**config.mk**
```make
export PLATFORM = sky130hd
export DESIGN_NAME = pmt_timer_bank
export DESIGN_NICKNAME = d
export VERILOG_FILES = /design/src/rtl/pmt_pkg.sv /design/src/rtl/pmt_timer_bank.sv
export SDC_FILE = /design/constraint.sdc
export NUM_CORES = 1
export LEC_CHECK = 0
export BUFFER_PORTS_ARGS = -buffer_cell sky130_fd_sc_hd__buf_2
export CAP_MARGIN = 20
export CORE_ASPECT_RATIO = 1.1
export CORE_UTILIZATION = 55
export CTS_CLUSTER_SIZE = 14
export DETAILED_ROUTE_END_ITERATION = 16
export PLACE_DENSITY_LB_ADDON = 0.05
export SKIP_LAST_GASP = 1
export SYNTH_ARGS = -nofsm -noshare
export SYNTH_HDL_FRONTEND = slang
export SYNTH_SLANG_ARGS = --single-unit
```
**constraint.sdc**
```tcl
create_clock -name MCLK -period 3.79 [get_ports MCLK]
set_input_delay 0.379 -clock MCLK [delete_from_list [all_inputs] [get_ports MCLK]]
set_output_delay 0.379 -clock MCLK [all_outputs]
set_load 0.02 [all_outputs]
```
**src/rtl/pmt_pkg.sv**
```systemverilog
package pmt_pkg;

  localparam int          PMT_NUM_TIMERS  = 3;
  localparam int          PMT_IDX_W       = 2;

  // register offsets on the plain register port, per instance a group of 4
  localparam logic [3:0]  PMT_OFS_CONTROL = 4'h0;
  localparam logic [3:0]  PMT_OFS_COUNT   = 4'h1;
  localparam logic [3:0]  PMT_OFS_PERIOD  = 4'h2;
  localparam logic [3:0]  PMT_OFS_IRQ_FLG = 4'hC;
  localparam logic [3:0]  PMT_OFS_IRQ_EN  = 4'hD;

  // control field positions
  localparam int          PMT_CTL_PRE_LSB  = 0;
  localparam int          PMT_CTL_RUN_BIT  = 2;
  localparam int          PMT_CTL_POST_LSB = 3;

  // reset values
  localparam logic [7:0]  PMT_RST_CONTROL = 8'h00;
  localparam logic [7:0]  PMT_RST_COUNT   = 8'h00;
  localparam logic [7:0]  PMT_RST_PERIOD  = 8'hFF;
  localparam logic [6:0]  PMT_CTL_MASK    = 7'h7F;

  // instruction clock is one quarter of the oscillator clock
  localparam logic [1:0]  PMT_INSTR_DIV_LAST = 2'h3;

  // prescale terminal counts for 1, 4, 16, 64
  localparam logic [5:0]  PMT_PRE_LAST_1  = 6'h00;
  localparam logic [5:0]  PMT_PRE_LAST_4  = 6'h03;
  localparam logic [5:0]  PMT_PRE_LAST_16 = 6'h0F;
  localparam logic [5:0]  PMT_PRE_LAST_64 = 6'h3F;

  typedef struct packed {
    logic [3:0] postscale_select;
    logic       timer_run;
    logic [1:0] prescale_select;
  } pmt_control_s;

  function automatic logic [5:0] pmt_pre_last(input logic [1:0] sel);
    logic [5:0] r;
    r = PMT_PRE_LAST_1;
    case (sel)
      2'h1:    r = PMT_PRE_LAST_4;
      2'h2:    r = PMT_PRE_LAST_16;
      2'h3:    r = PMT_PRE_LAST_64;
      default: r = PMT_PRE_LAST_1;
    endcase
    return r;
  endfunction

endpackage

```
**src/rtl/pmt_timer_bank.sv**
```systemverilog
`timescale 1ns/1ns
module pmt_timer_bank
  import pmt_pkg::*;
(
  input  wire logic       MCLK,
  input  wire logic       RST_B,
  input  wire logic       SLEEP_IN,
  input  wire logic [3:0] REG_ADDR,
  input  wire logic [7:0] REG_WDATA,
  input  wire logic       REG_WR,
  input  wire logic       REG_RD,
  output logic      [7:0] REG_RDATA,
  output logic      [2:0] PWM_TIMEBASE,
  output logic            SERIAL_SHIFT_CLK,
  output logic            IRQ
);

  logic                   sleep_meta;
  logic                   sleep_sync;
  logic [1:0]             instr_div;
  logic                   instr_tick;
  logic [2:0]             match_flag;
  logic [2:0]             match_irq_enable;
  logic [2:0]             flag_set;
  logic [7:0]             rd_mux;
  logic [7:0]             count_rd [PMT_NUM_TIMERS];
  logic [7:0]             period_rd [PMT_NUM_TIMERS];
  logic [6:0]             ctl_rd [PMT_NUM_TIMERS];

  // sleep comes from the core's power control, asynchronous here
  always_ff @(posedge MCLK) begin
    if (!RST_B) begin
      sleep_meta <= 1'b0;
      sleep_sync <= 1'b0;
    end else begin
      sleep_meta <= SLEEP_IN;
      sleep_sync <= sleep_meta;
    end
  end

  // instruction clock enable, one MCLK in four
  always_ff @(posedge MCLK) begin
    if (!RST_B) begin
      instr_div <= 2'h0;
    end else begin
      instr_div <= instr_div + 2'h1;
    end
  end
  assign instr_tick = (instr_div == PMT_INSTR_DIV_LAST) && !sleep_sync;

  wire       wr_flag  = REG_WR && (REG_ADDR == PMT_OFS_IRQ_FLG);
  wire       wr_en    = REG_WR && (REG_ADDR == PMT_OFS_IRQ_EN);

  genvar g;
  generate
    for (g = 0; g < PMT_NUM_TIMERS; g++) begin : g_tmr
      pmt_control_s control;
      logic [7:0]   count_value;
      logic [7:0]   period_value;
      logic [5:0]   pre_cnt;
      logic [3:0]   post_cnt;
      logic         pre_tick;
      logic         match;

      wire [3:0] base     = 4'(g * 4);
      wire       wr_ctl   = REG_WR && (REG_ADDR == (base | PMT_OFS_CONTROL));
      wire       wr_cnt   = REG_WR && (REG_ADDR == (base | PMT_OFS_COUNT));
      wire       wr_per   = REG_WR && (REG_ADDR == (base | PMT_OFS_PERIOD));
      wire       clr_sc   = wr_ctl || wr_cnt;
      wire       run_tick = instr_tick && control.timer_run;

      assign pre_tick = run_tick && (pre_cnt == pmt_pre_last(control.prescale_select));
      assign match    = pre_tick && (count_value == period_value);

      always_ff @(posedge MCLK) begin
        if (!RST_B) begin
          control <= pmt_control_s'(PMT_RST_CONTROL[6:0]);
        end else if (wr_ctl) begin
          control <= pmt_control_s'(REG_WDATA[6:0] & PMT_CTL_MASK);
        end
      end

      always_ff @(posedge MCLK) begin
        if (!RST_B || clr_sc) begin
          pre_cnt <= 6'h00;
        end else if (run_tick) begin
          pre_cnt <= pre_tick ? 6'h00 : pre_cnt + 6'h01;
        end
      end

      always_ff @(posedge MCLK) begin
        if (!RST_B) begin
          count_value <= PMT_RST_COUNT;
        end else if (wr_cnt) begin
          count_value <= REG_WDATA;
        end else if (match) begin
          count_value <= PMT_RST_COUNT;
        end else if (pre_tick) begin
          count_value <= count_value + 8'h01;
        end
      end

      always_ff @(posedge MCLK) begin
        if (!RST_B) begin
          period_value <= PMT_RST_PERIOD;
        end else if (wr_per) begin
          period_value <= REG_WDATA;
        end
      end

      // postscaler: flag on the match seen while post_cnt equals the select, then post_cnt wraps to 0
      always_ff @(posedge MCLK) begin
        if (!RST_B || clr_sc) begin
          post_cnt <= 4'h0;
        end else if (match) begin
          post_cnt <= (post_cnt == control.postscale_select) ? 4'h0 : post_cnt + 4'h1;
        end
      end

      assign flag_set[g]     = match && (post_cnt == control.postscale_select);
      assign PWM_TIMEBASE[g] = match;
      assign count_rd[g]     = count_value;
      assign period_rd[g]    = period_value;
      assign ctl_rd[g]       = control;
    end
  endgenerate

  assign SERIAL_SHIFT_CLK = PWM_TIMEBASE[0];

  // hardware set wins over a same-cycle write-one-to-clear
  always_ff @(posedge MCLK) begin
    if (!RST_B) begin
      match_flag <= 3'h0;
    end else begin
      match_flag <= (match_flag & ~(wr_flag ? REG_WDATA[2:0] : 3'h0)) | flag_set;
    end
  end

  always_ff @(posedge MCLK) begin
    if (!RST_B) begin
      match_irq_enable <= 3'h0;
    end else if (wr_en) begin
      match_irq_enable <= REG_WDATA[2:0];
    end
  end

  assign IRQ = |(match_flag & match_irq_enable);

  wire [1:0] sel_idx = REG_ADDR[3:2];
  always_comb begin
    rd_mux = 8'h00;
    if (sel_idx != 2'h3) begin
      case (REG_ADDR[1:0])
        PMT_OFS_CONTROL[1:0]: rd_mux = {1'b0, ctl_rd[sel_idx]};
        PMT_OFS_COUNT[1:0]:   rd_mux = count_rd[sel_idx];
        PMT_OFS_PERIOD[1:0]:  rd_mux = period_rd[sel_idx];
        default:              rd_mux = 8'h00;
      endcase
    end else if (REG_ADDR == PMT_OFS_IRQ_FLG) begin
      rd_mux = {5'h00, match_flag};
    end else if (REG_ADDR == PMT_OFS_IRQ_EN) begin
      rd_mux = {5'h00, match_irq_enable};
    end
  end

  always_ff @(posedge MCLK) begin
    if (!RST_B) begin
      REG_RDATA <= 8'h00;
    end else begin
      REG_RDATA <= REG_RD ? rd_mux : 8'h00;
    end
  end

endmodule

```
# Word-level counts from Yosys, hierarchy flattened
# Index checks and enable logic that the tools add are counted.
# classes
addsub	10
n_lt_le_gt_ge	1
eq_ne	32
n_mux	32
n_bitwise	5
n_reduce_logical	39
# op_table
op	n
$mux W8	14
$pmux W6 S3	3
$bmux W8 S2	2
$add A8 B1 Y8 const B	3
$eq A8 B8 Y1	3
$logic_and A1 B1 Y1	24
$pmux W8 S3	1
$eq A4 B4 Y1 const B	5
$add A6 B1 Y6 const B	3
$eq A6 B6 Y1	3
$mux W6	3
$eq A2 B2 Y1 const B	8
$bmux W7 S2	1
$mux W7	2
$add A4 B1 Y4 const B	3
$eq A4 B3 Y1 const B	3
$eq A4 B4 Y1	3
$mux W4	3
$mux W3	3
$reduce_bool A3 Y1	3
$eq A2 B1 Y1 const B	4
$and A3 B3 Y3	2
$logic_or A1 B1 Y1	6
$eq A4 B1 Y1 const B	1
12 further kinds	13
# word_totals
register_bits	117
in_bits	17
out_inout_bits	13
wordCells	146

# Logic depth before layout (Yosys ltp)
# Gate-level depths: netlist of run 1.
# logic_depth
depth_word	7
depth_mapped	7
depth_no_buf	6

# Worst setup path before layout of run 1
# OpenSTA, ideal clock, no wires.
# synth_timing
kind	reg2out
start	register g_tmr[0].count_value[5]
end	output port PWM_TIMEBASE[0]
arrival_time_ps	2151
slack_ps	1260
path_stages_with_launch	7
n_path_buf	2
path_cell_list	dfxtp_1 xor2_1 nor4_4 nand2_2 clkbuf_1 a211oi_1 buf_4
# synth_between
elab_chain_len	2
# synth_lines
item	line	source
start: declaration	pmt_timer_bank.sv:58	logic [7:0] count_value;
start signal: assignment	pmt_timer_bank.sv:99	count_value <= count_value + 8'h01;
$eq A8 B8 Y1	pmt_timer_bank.sv:73	assign match = pre_tick && (count_value == period_value);
$logic_and A1 B1 Y1	pmt_timer_bank.sv:73	
end: declaration	pmt_timer_bank.sv:13	output logic [2:0] PWM_TIMEBASE,
# No other way between the ends.

# Worst setup path after layout of run 1
# layout_timing
start	register g_tmr[0].count_value[5]
end	output port SERIAL_SHIFT_CLK
# layout_between
elab_chain_len	2
# layout_lines
item	line	source
$eq A8 B8 Y1	pmt_timer_bank.sv:73	
$logic_and A1 B1 Y1	pmt_timer_bank.sv:73	
end: declaration	pmt_timer_bank.sv:14	output logic SERIAL_SHIFT_CLK,
# No other way between the ends.

==> results of run 1 <==
placed cells by master, fill, tap and decap left out, types with 5 or more instances in the layout:
| cell type | n |
|---|---|
| sky130_fd_sc_hd__xor2_1 | 44 |
| sky130_fd_sc_hd__dfxtp_1 | 117 |
| sky130_fd_sc_hd__nand2_1 | 107 |
| sky130_fd_sc_hd__mux2i_1 | 18 |
| sky130_fd_sc_hd__or4_1 | 7 |
| sky130_fd_sc_hd__nor2b_1 | 10 |
| sky130_fd_sc_hd__and3_1 | 15 |
| sky130_fd_sc_hd__a211oi_1 | 6 |
| sky130_fd_sc_hd__nor2_1 | 41 |
| sky130_fd_sc_hd__a21boi_0 | 24 |
| sky130_fd_sc_hd__clkbuf_16 | 17 |
| sky130_fd_sc_hd__mux4_2 | 6 |
| sky130_fd_sc_hd__nand3b_1 | 9 |
| sky130_fd_sc_hd__or3_1 | 6 |
| sky130_fd_sc_hd__nor4_1 | 6 |
| sky130_fd_sc_hd__nand4_1 | 6 |
| sky130_fd_sc_hd__buf_2 | 29 |
| sky130_fd_sc_hd__o21ai_0 | 62 |
| sky130_fd_sc_hd__nand3_1 | 73 |
| sky130_fd_sc_hd__a21oi_1 | 34 |
| sky130_fd_sc_hd__clkinvlp_4 | 5 |
| sky130_fd_sc_hd__nor3_1 | 8 |
| sky130_fd_sc_hd__mux2_2 | 8 |
| sky130_fd_sc_hd__nand4b_1 | 13 |
| sky130_fd_sc_hd__buf_4 | 5 |
| sky130_fd_sc_hd__a31oi_1 | 24 |
| sky130_fd_sc_hd__nand2b_1 | 6 |
| sky130_fd_sc_hd__o31ai_1 | 7 |
| sky130_fd_sc_hd__ha_1 | 10 |
flip-flops by register name (all words and copies together) (netlist names):
| register | flops |
|---|---|
| REG_RDATA | 8 |
| ctl_rd | 21 |
| g_tmr.count_value | 24 |
| g_tmr.period_value | 24 |
| g_tmr.post_cnt | 12 |
| g_tmr.pre_cnt | 18 |
| instr_div | 2 |
| match_flag | 3 |
| match_irq_enable | 3 |
| sleep_meta | 1 |
| sleep_sync | 1 |
through the flow:
step	total power [mW]	std cells
after detailed placement	1.48	907
after global routing	3.28	940
after global placement	1.48	907
after CTS	3.21	939
final	3.20	940
after floorplan	1.42	769
layout make-up:
class	instances	area [sq um]	area share
Multi-Input combinational cell	607	3870	0.535
Sequential cell	117	2340	0.324
Clock buffer	20	467	0.0645
Timing Repair Buffer	35	188	0.0259
Tap cell	147	184	0.0254
Clock inverter	12	176	0.0244
Inverter	2	7.51	0.00104
layer usage:
metal | vias up | track usage
met1 | 2857 | 0.399
met4 | 2 | 0.177
met5 | - | 0
met2 | 242 | 0.508
met3 | 54 | 0.0697
li1 | 2852 | -
worst reg2reg max path: cells and delay by family (launching register included):
kind	cells	cell delay [ns]
and+or+nand+nor	2	0.91
AOI/OAI and AO/OA	3	0.76
DFF	1	0.33
adders and majority gates	1	0.28
worst paths after layout:
kind	start	end	cells past startpoint
max	g_tmr[0].count_value[5]$_SDFFE_PN0P_	SERIAL_SHIFT_CLK	5
min	SLEEP_IN	sleep_meta$_SDFF_PN0_	2
max reg2reg	instr_div[0]$_SDFF_PN0_	g_tmr[1].post_cnt[2]$_SDFFE_PP0N_	6
min reg2reg	sleep_meta$_SDFF_PN0_	sleep_sync$_SDFF_PN0_	1
power groups by stage:
stage               clock [mW]  combinational (mW)  sequential [mW]
global route              1.80               0.204             1.28
finish                    1.74               0.187             1.27
CTS                       1.75               0.184             1.27
floorplan                    0               0.129             1.29
global placement             0               0.180             1.30
detailed placement           0               0.184             1.30
cell families after synthesis:
kind of cell / Yosys count / synth area share
muxes: 32 / 0.0633
adders and majority gates: 10 / 0.0195
buffers and inverters: 45 / 0.0299
xor gates and xnor gates: 48 / 0.0657
AOI/OAI and AO/OA: 188 / 0.183
DFF: 117 / 0.366
and+or+nand+nor: 329 / 0.273
==> flow_summary.ini, run 1 <==
[worst_setup_path]
cp.buffers_inverters = 1
critPathKind = reg -> out
crit_slowest_cell = sky130_fd_sc_hd__nor4_4
arrival_ns = 2.47
crit_path_end_kind = output pin
r2r_setup_slk_ns = 1.42
cp_top_family = simple AND/OR/NAND/NOR gates
cpPeakStageDelay_ns = 0.51
crit_path_launch_type = flip-flop
worst-path-max-fanout = 18
cp_cell_sequence = xor2_1, nor4_4, nand2_2, a211oi_1, buf_2
worst-endpoint-required_ns = 3.41

[place]
placement.io_buffers = 29
routabilityCongestion = 0.936
post_dp_cell_area_sq_um = 6590
pre_cts_slack_ns = 1.20
post-dp-hpwl_um = 12900

[global_routing]
grt_antenna_before_repair = 1
overall_global_routing_usage = 0.317
first_global_vias = 5610
grt_max_degree = 43
grt_pass1_wl_um = 29200
overflow = 0

[floorplan]
row_count = 40
die_x_um = 105
dieHeight_um = 115
die_area_sq_um = 12100
io_pins = 30
floorplan.initialDensity = 0.576
placeable_core_area_sq_um = 11100

[synth]
synth_area_leader_cell = sky130_fd_sc_hd__dfxtp_1
yosys_warnings = 0
synth_async_sr_flop_share = 0
synth.yosys.seq_area_share = 0.366
ys_seq_elements = 117
dominantRegCellSynth = sky130_fd_sc_hd__dfxtp_1
yosys.area.top_type_share = 0.366
synthCells = 769
synth_common_cells = sky130_fd_sc_hd__dfxtp_1, sky130_fd_sc_hd__nand2_1, sky130_fd_sc_hd__nand3_1
mappedNetlistArea_sq_um = 6400
library_cells_used_by_synthesis = 59
avgSynthCellArea_sq_um = 8.33
synth_edf_count = 0
yosys-top-cells-area = sky130_fd_sc_hd__dfxtp_1, sky130_fd_sc_hd__nand2_1, sky130_fd_sc_hd__xor2_1
yosysMostFrequentCell = sky130_fd_sc_hd__dfxtp_1
synth_fp_nets = 796

[power]
power.density_nw_per_um2 = 442
leakagePower_nw = 2.86
peakVddDrop_uv = 272
p_clk_frac = 0.543
p_int_mw = 2.46
swShare = 0.231
share_seq_of_total_power = 0.398
pwr-share-comb = 0.058
total_switching_power_uw = 738

[routing]
drt-vias-per-instance = 6.39
route.met3.wl_um = 1240
routedWlPerCell_um = 19.5
number_of_antenna_violating_nets_in_the_routed_design = 0
highest-signal-layer = met5
vias = 6007
drc = 0
met2_wire_length_um = 8570
route.layer.met1.wl_um = 7860
detailedRoute.firstIterationViolations = 520
total_detailed_routing_wirelength_um = 18300
drtPass1Iterations = 6

[timing]
grt_setup_unrepaired = no
fmax_mhz = 350
finalCriticalPeriod_ns = 2.85
slew_violations = 0
final-setup-viol-count = 0
worst_pin_slew_ns = 0.994
totalNegativeSetupSlack_ns = 0
timing.clock.skew_ns = 0.0108
timing.final.crit_share = 0.753
final-hold-violation-count = 0
finalWorstSetupSlack_ns = 0.937
hold-worst-slack_ns = 0.170
slew_headroom = 0.336

[clocking]
ctsHtreeMaxLevel = 4
postCtsSetupBuffers = 0
cts.clk_slew.worst_paths_ns = 0.05
cts_num_sinks = 117
clock_latency_ns = 0.42
cts.root.buffer_cell = sky130_fd_sc_hd__clkbuf_16
cts_resized = 0
max-clock-path-buffers = 2
cts_buffers = 17
postCtsHoldBufs = 0
tritoncts = yes

[cells_and_area]
area_growth_syn_to_layout_pct = 13.0
drive_gt1_frac = 0.119
fin_nets = 807
n_antenna_cell = 0
utilization = 0.651
fill_cells = 964
postLayoutCellArea_sq_um = 7230

[status]
status = complete, no violations

[hold_path]
min-delay-path-class = in -> reg

[run]
timing.max_cap.violations = 0
No activity file was read; power rests on OpenSTA's default activity.
==> run 2: changes to the inputs <==
clock period = 2.36 ns   (was 3.79 ns; I/O delays follow)
==> run 2 against run 1 <==
Die area unchanged. Sequential share of layout area decreased by 0.62 points. Critical path depth unchanged. Total power increased by 45%. Critical path type unchanged. Critical endpoint is now PWM_TIMEBASE[0]. Largest cell class unchanged.
==> flow_summary.ini, run 2 (synthesized netlist as in run 1, its figures left out) <==
[status]
status = complete, no violations

[clocking]
cts.root.buffer_cell = sky130_fd_sc_hd__clkbuf_16
max-clock-path-buffers = 2
tritoncts = yes
cts_num_sinks = 117
cts_buffers = 17
clock_latency_ns = 0.42
ctsHtreeMaxLevel = 4
postCtsHoldBufs = 0
cts.clk_slew.worst_paths_ns = 0.05

[cells_and_area]
fin_nets = 843
final_common_cell = sky130_fd_sc_hd__dfxtp_1
drive_gt1_frac = 0.157
fill_cells = 954
area_growth_syn_to_layout_pct = 15.5
layout.cells.most_common_list = sky130_fd_sc_hd__dfxtp_1, sky130_fd_sc_hd__nand2_1, sky130_fd_sc_hd__nand3_1, sky130_fd_sc_hd__o21ai_0, sky130_fd_sc_hd__xor2_1
n_antenna_cell = 0

[timing]
final-setup-viol-count = 0
finalCriticalPeriod_ns = 2.29
fmax_mhz = 436
timing.final.crit_share = 0.972
finalWorstSetupSlack_ns = 0.0671
slew_headroom = 0.613
worst_pin_slew_ns = 0.580
slew_violations = 0
timing.clock.skew_ns = 0.00555
totalNegativeSetupSlack_ns = 0
final-hold-violation-count = 0

[global_routing]
grt_use_met2 = 0.479
grt.met1_usage = 0.425
grt.met3_usage = 0.0697
overall_global_routing_usage = 0.316
grt_most_used_layer = met2
overflow = 0
grt_max_degree = 27
grt_antenna_before_repair = 0
first_global_vias = 5507
grt_pass1_wl_um = 29200

[power]
report.power.total_mw = 4.65
peakVddDrop_uv = 499
leakagePower_nw = 3.00
power.density_nw_per_um2 = 629

[floorplan]
row_count = 40
placeable_core_area_sq_um = 11100
die_x_um = 105
dieHeight_um = 115
io_pins = 30
floorplan.initialDensity = 0.576
die_area_sq_um = 12100

[routing]
vias = 6103
drc = 0
number_of_antenna_violating_nets_in_the_routed_design = 0
drt-vias-per-instance = 6.27
total_detailed_routing_wirelength_um = 18400
routedWlPerCell_um = 18.9
drtPass1Iterations = 5
detailedRoute.firstIterationViolations = 649

[worst_setup_path]
crit_path_launch_type = flip-flop
worstRegToRegCells = 6
arrival_ns = 2.06
crit_path_end_kind = output pin
worst-path-max-fanout = 7
critPathKind = reg -> out
worst-endpoint-required_ns = 2.12

[place]
pre_cts_slack_ns = 0.326
placement.io_buffers = 29
routabilityCongestion = 0.882
post-dp-hpwl_um = 12900

[hold_path]
hold_path_depth = 2
min-delay-path-class = in -> reg

[run]
timing.max_cap.violations = 0
==> run 2: cell types whose count changed in the layout (fill, tap and decap cells not counted), moves of 4 or more <==
| cell | before | now |
|---|---|---|
| sky130_fd_sc_hd__buf_4 | 5 | 42 |
| sky130_fd_sc_hd__bufinv_16 | 4 | 0 |
| sky130_fd_sc_hd__clkbuf_1 | 0 | 4 |
| sky130_fd_sc_hd__clkinvlp_4 | 5 | 0 |
| sky130_fd_sc_hd__dfxtp_1 | 117 | 112 |
| sky130_fd_sc_hd__dfxtp_2 | 0 | 5 |
==> run 2: path summary, 6_finish.rpt <==
| kind | startpoint | to | slack [ns] |
|---|---|---|---|
| setup reg to reg | instr_div[0]$_SDFF_PN0_ | g_tmr[1].post_cnt[3]$_SDFFE_PP0N_ | 0.28 |
| setup / recovery | g_tmr[0].count_value[2]$_SDFFE_PN0P_ | PWM_TIMEBASE[0] | 0.07 |
| hold reg to reg | instr_div[0]$_SDFF_PN0_ | instr_div[0]$_SDFF_PN0_ | 0.42 |
| hold / removal | SLEEP_IN | sleep_meta$_SDFF_PN0_ | 0.02 |
==> run 2: worst max-delay path, cell delays in order (launching register included) <==
cell and delay, ns:
sky130_fd_sc_hd__dfxtp_1 0.41, sky130_fd_sc_hd__xor2_1 0.13, sky130_fd_sc_hd__nor4_4 0.37, sky130_fd_sc_hd__nand2_2 0.20
sky130_fd_sc_hd__a211oi_2 0.31, sky130_fd_sc_hd__buf_2 0.22
==> run 2: cell type report <==
cell class / instances / area, sq um / share of cell area
flip-flops and latches: 117 / 2350 / 0.318
well taps: 147 / 184 / 0.0249
inverters: 2 / 7.51 / 0.00102
clock inverters: 5 / 25.0 / 0.00338
multi-input cells: 607 / 3870 / 0.524
clock buffers: 25 / 495 / 0.0670
repair buffers: 71 / 460 / 0.0623
==> run 2: repair_timing <==
action | 4_1_cts | 5_1_grt
setup endpoints to repair | 3 | 4
resized for setup | 0 | 5
setup buffers | 2 | 6
gates cloned | 0 | 0
pin swaps | 2 | 3
==> run 2: stage by stage <==
stage / utilization / area [sq um] / cells / hold WS (ns)
2_1_floorplan: - / 6410 / 769 / 0.360
3_3_place_gp: 0.613 / 6810 / 936 / 0.406
3_5_place_dp: 0.613 / 6810 / 936 / 0.418
4_1_cts: 0.661 / 7340 / 968 / 0.0186
5_1_grt: 0.666 / 7390 / 974 / 0.0224
6_report: 0.666 / 7390 / 974 / 0.0228
==> run 2: where the power goes <==
part / internal, mW / switching, mW / total [mW] / leakage [nW]
Combinational: 0.116 / 0.210 / 0.325 / 1.79
Clock: 1.43 / 0.858 / 2.28 / 0.263
Sequential: 2.01 / 0.0344 / 2.04 / 0.949
Total: 3.55 / 1.10 / 4.65 / 3.00
==> run 2: metal layers <==
| layer | routed length, um | vias to the layer above |
|---|---|---|
| li1 | - | 2901 |
| met1 | 8050 | 2884 |
| met2 | 8260 | 266 |
| met3 | 1440 | 52 |
| met4 | 645 | 0 |
| met5 | 0 | - |
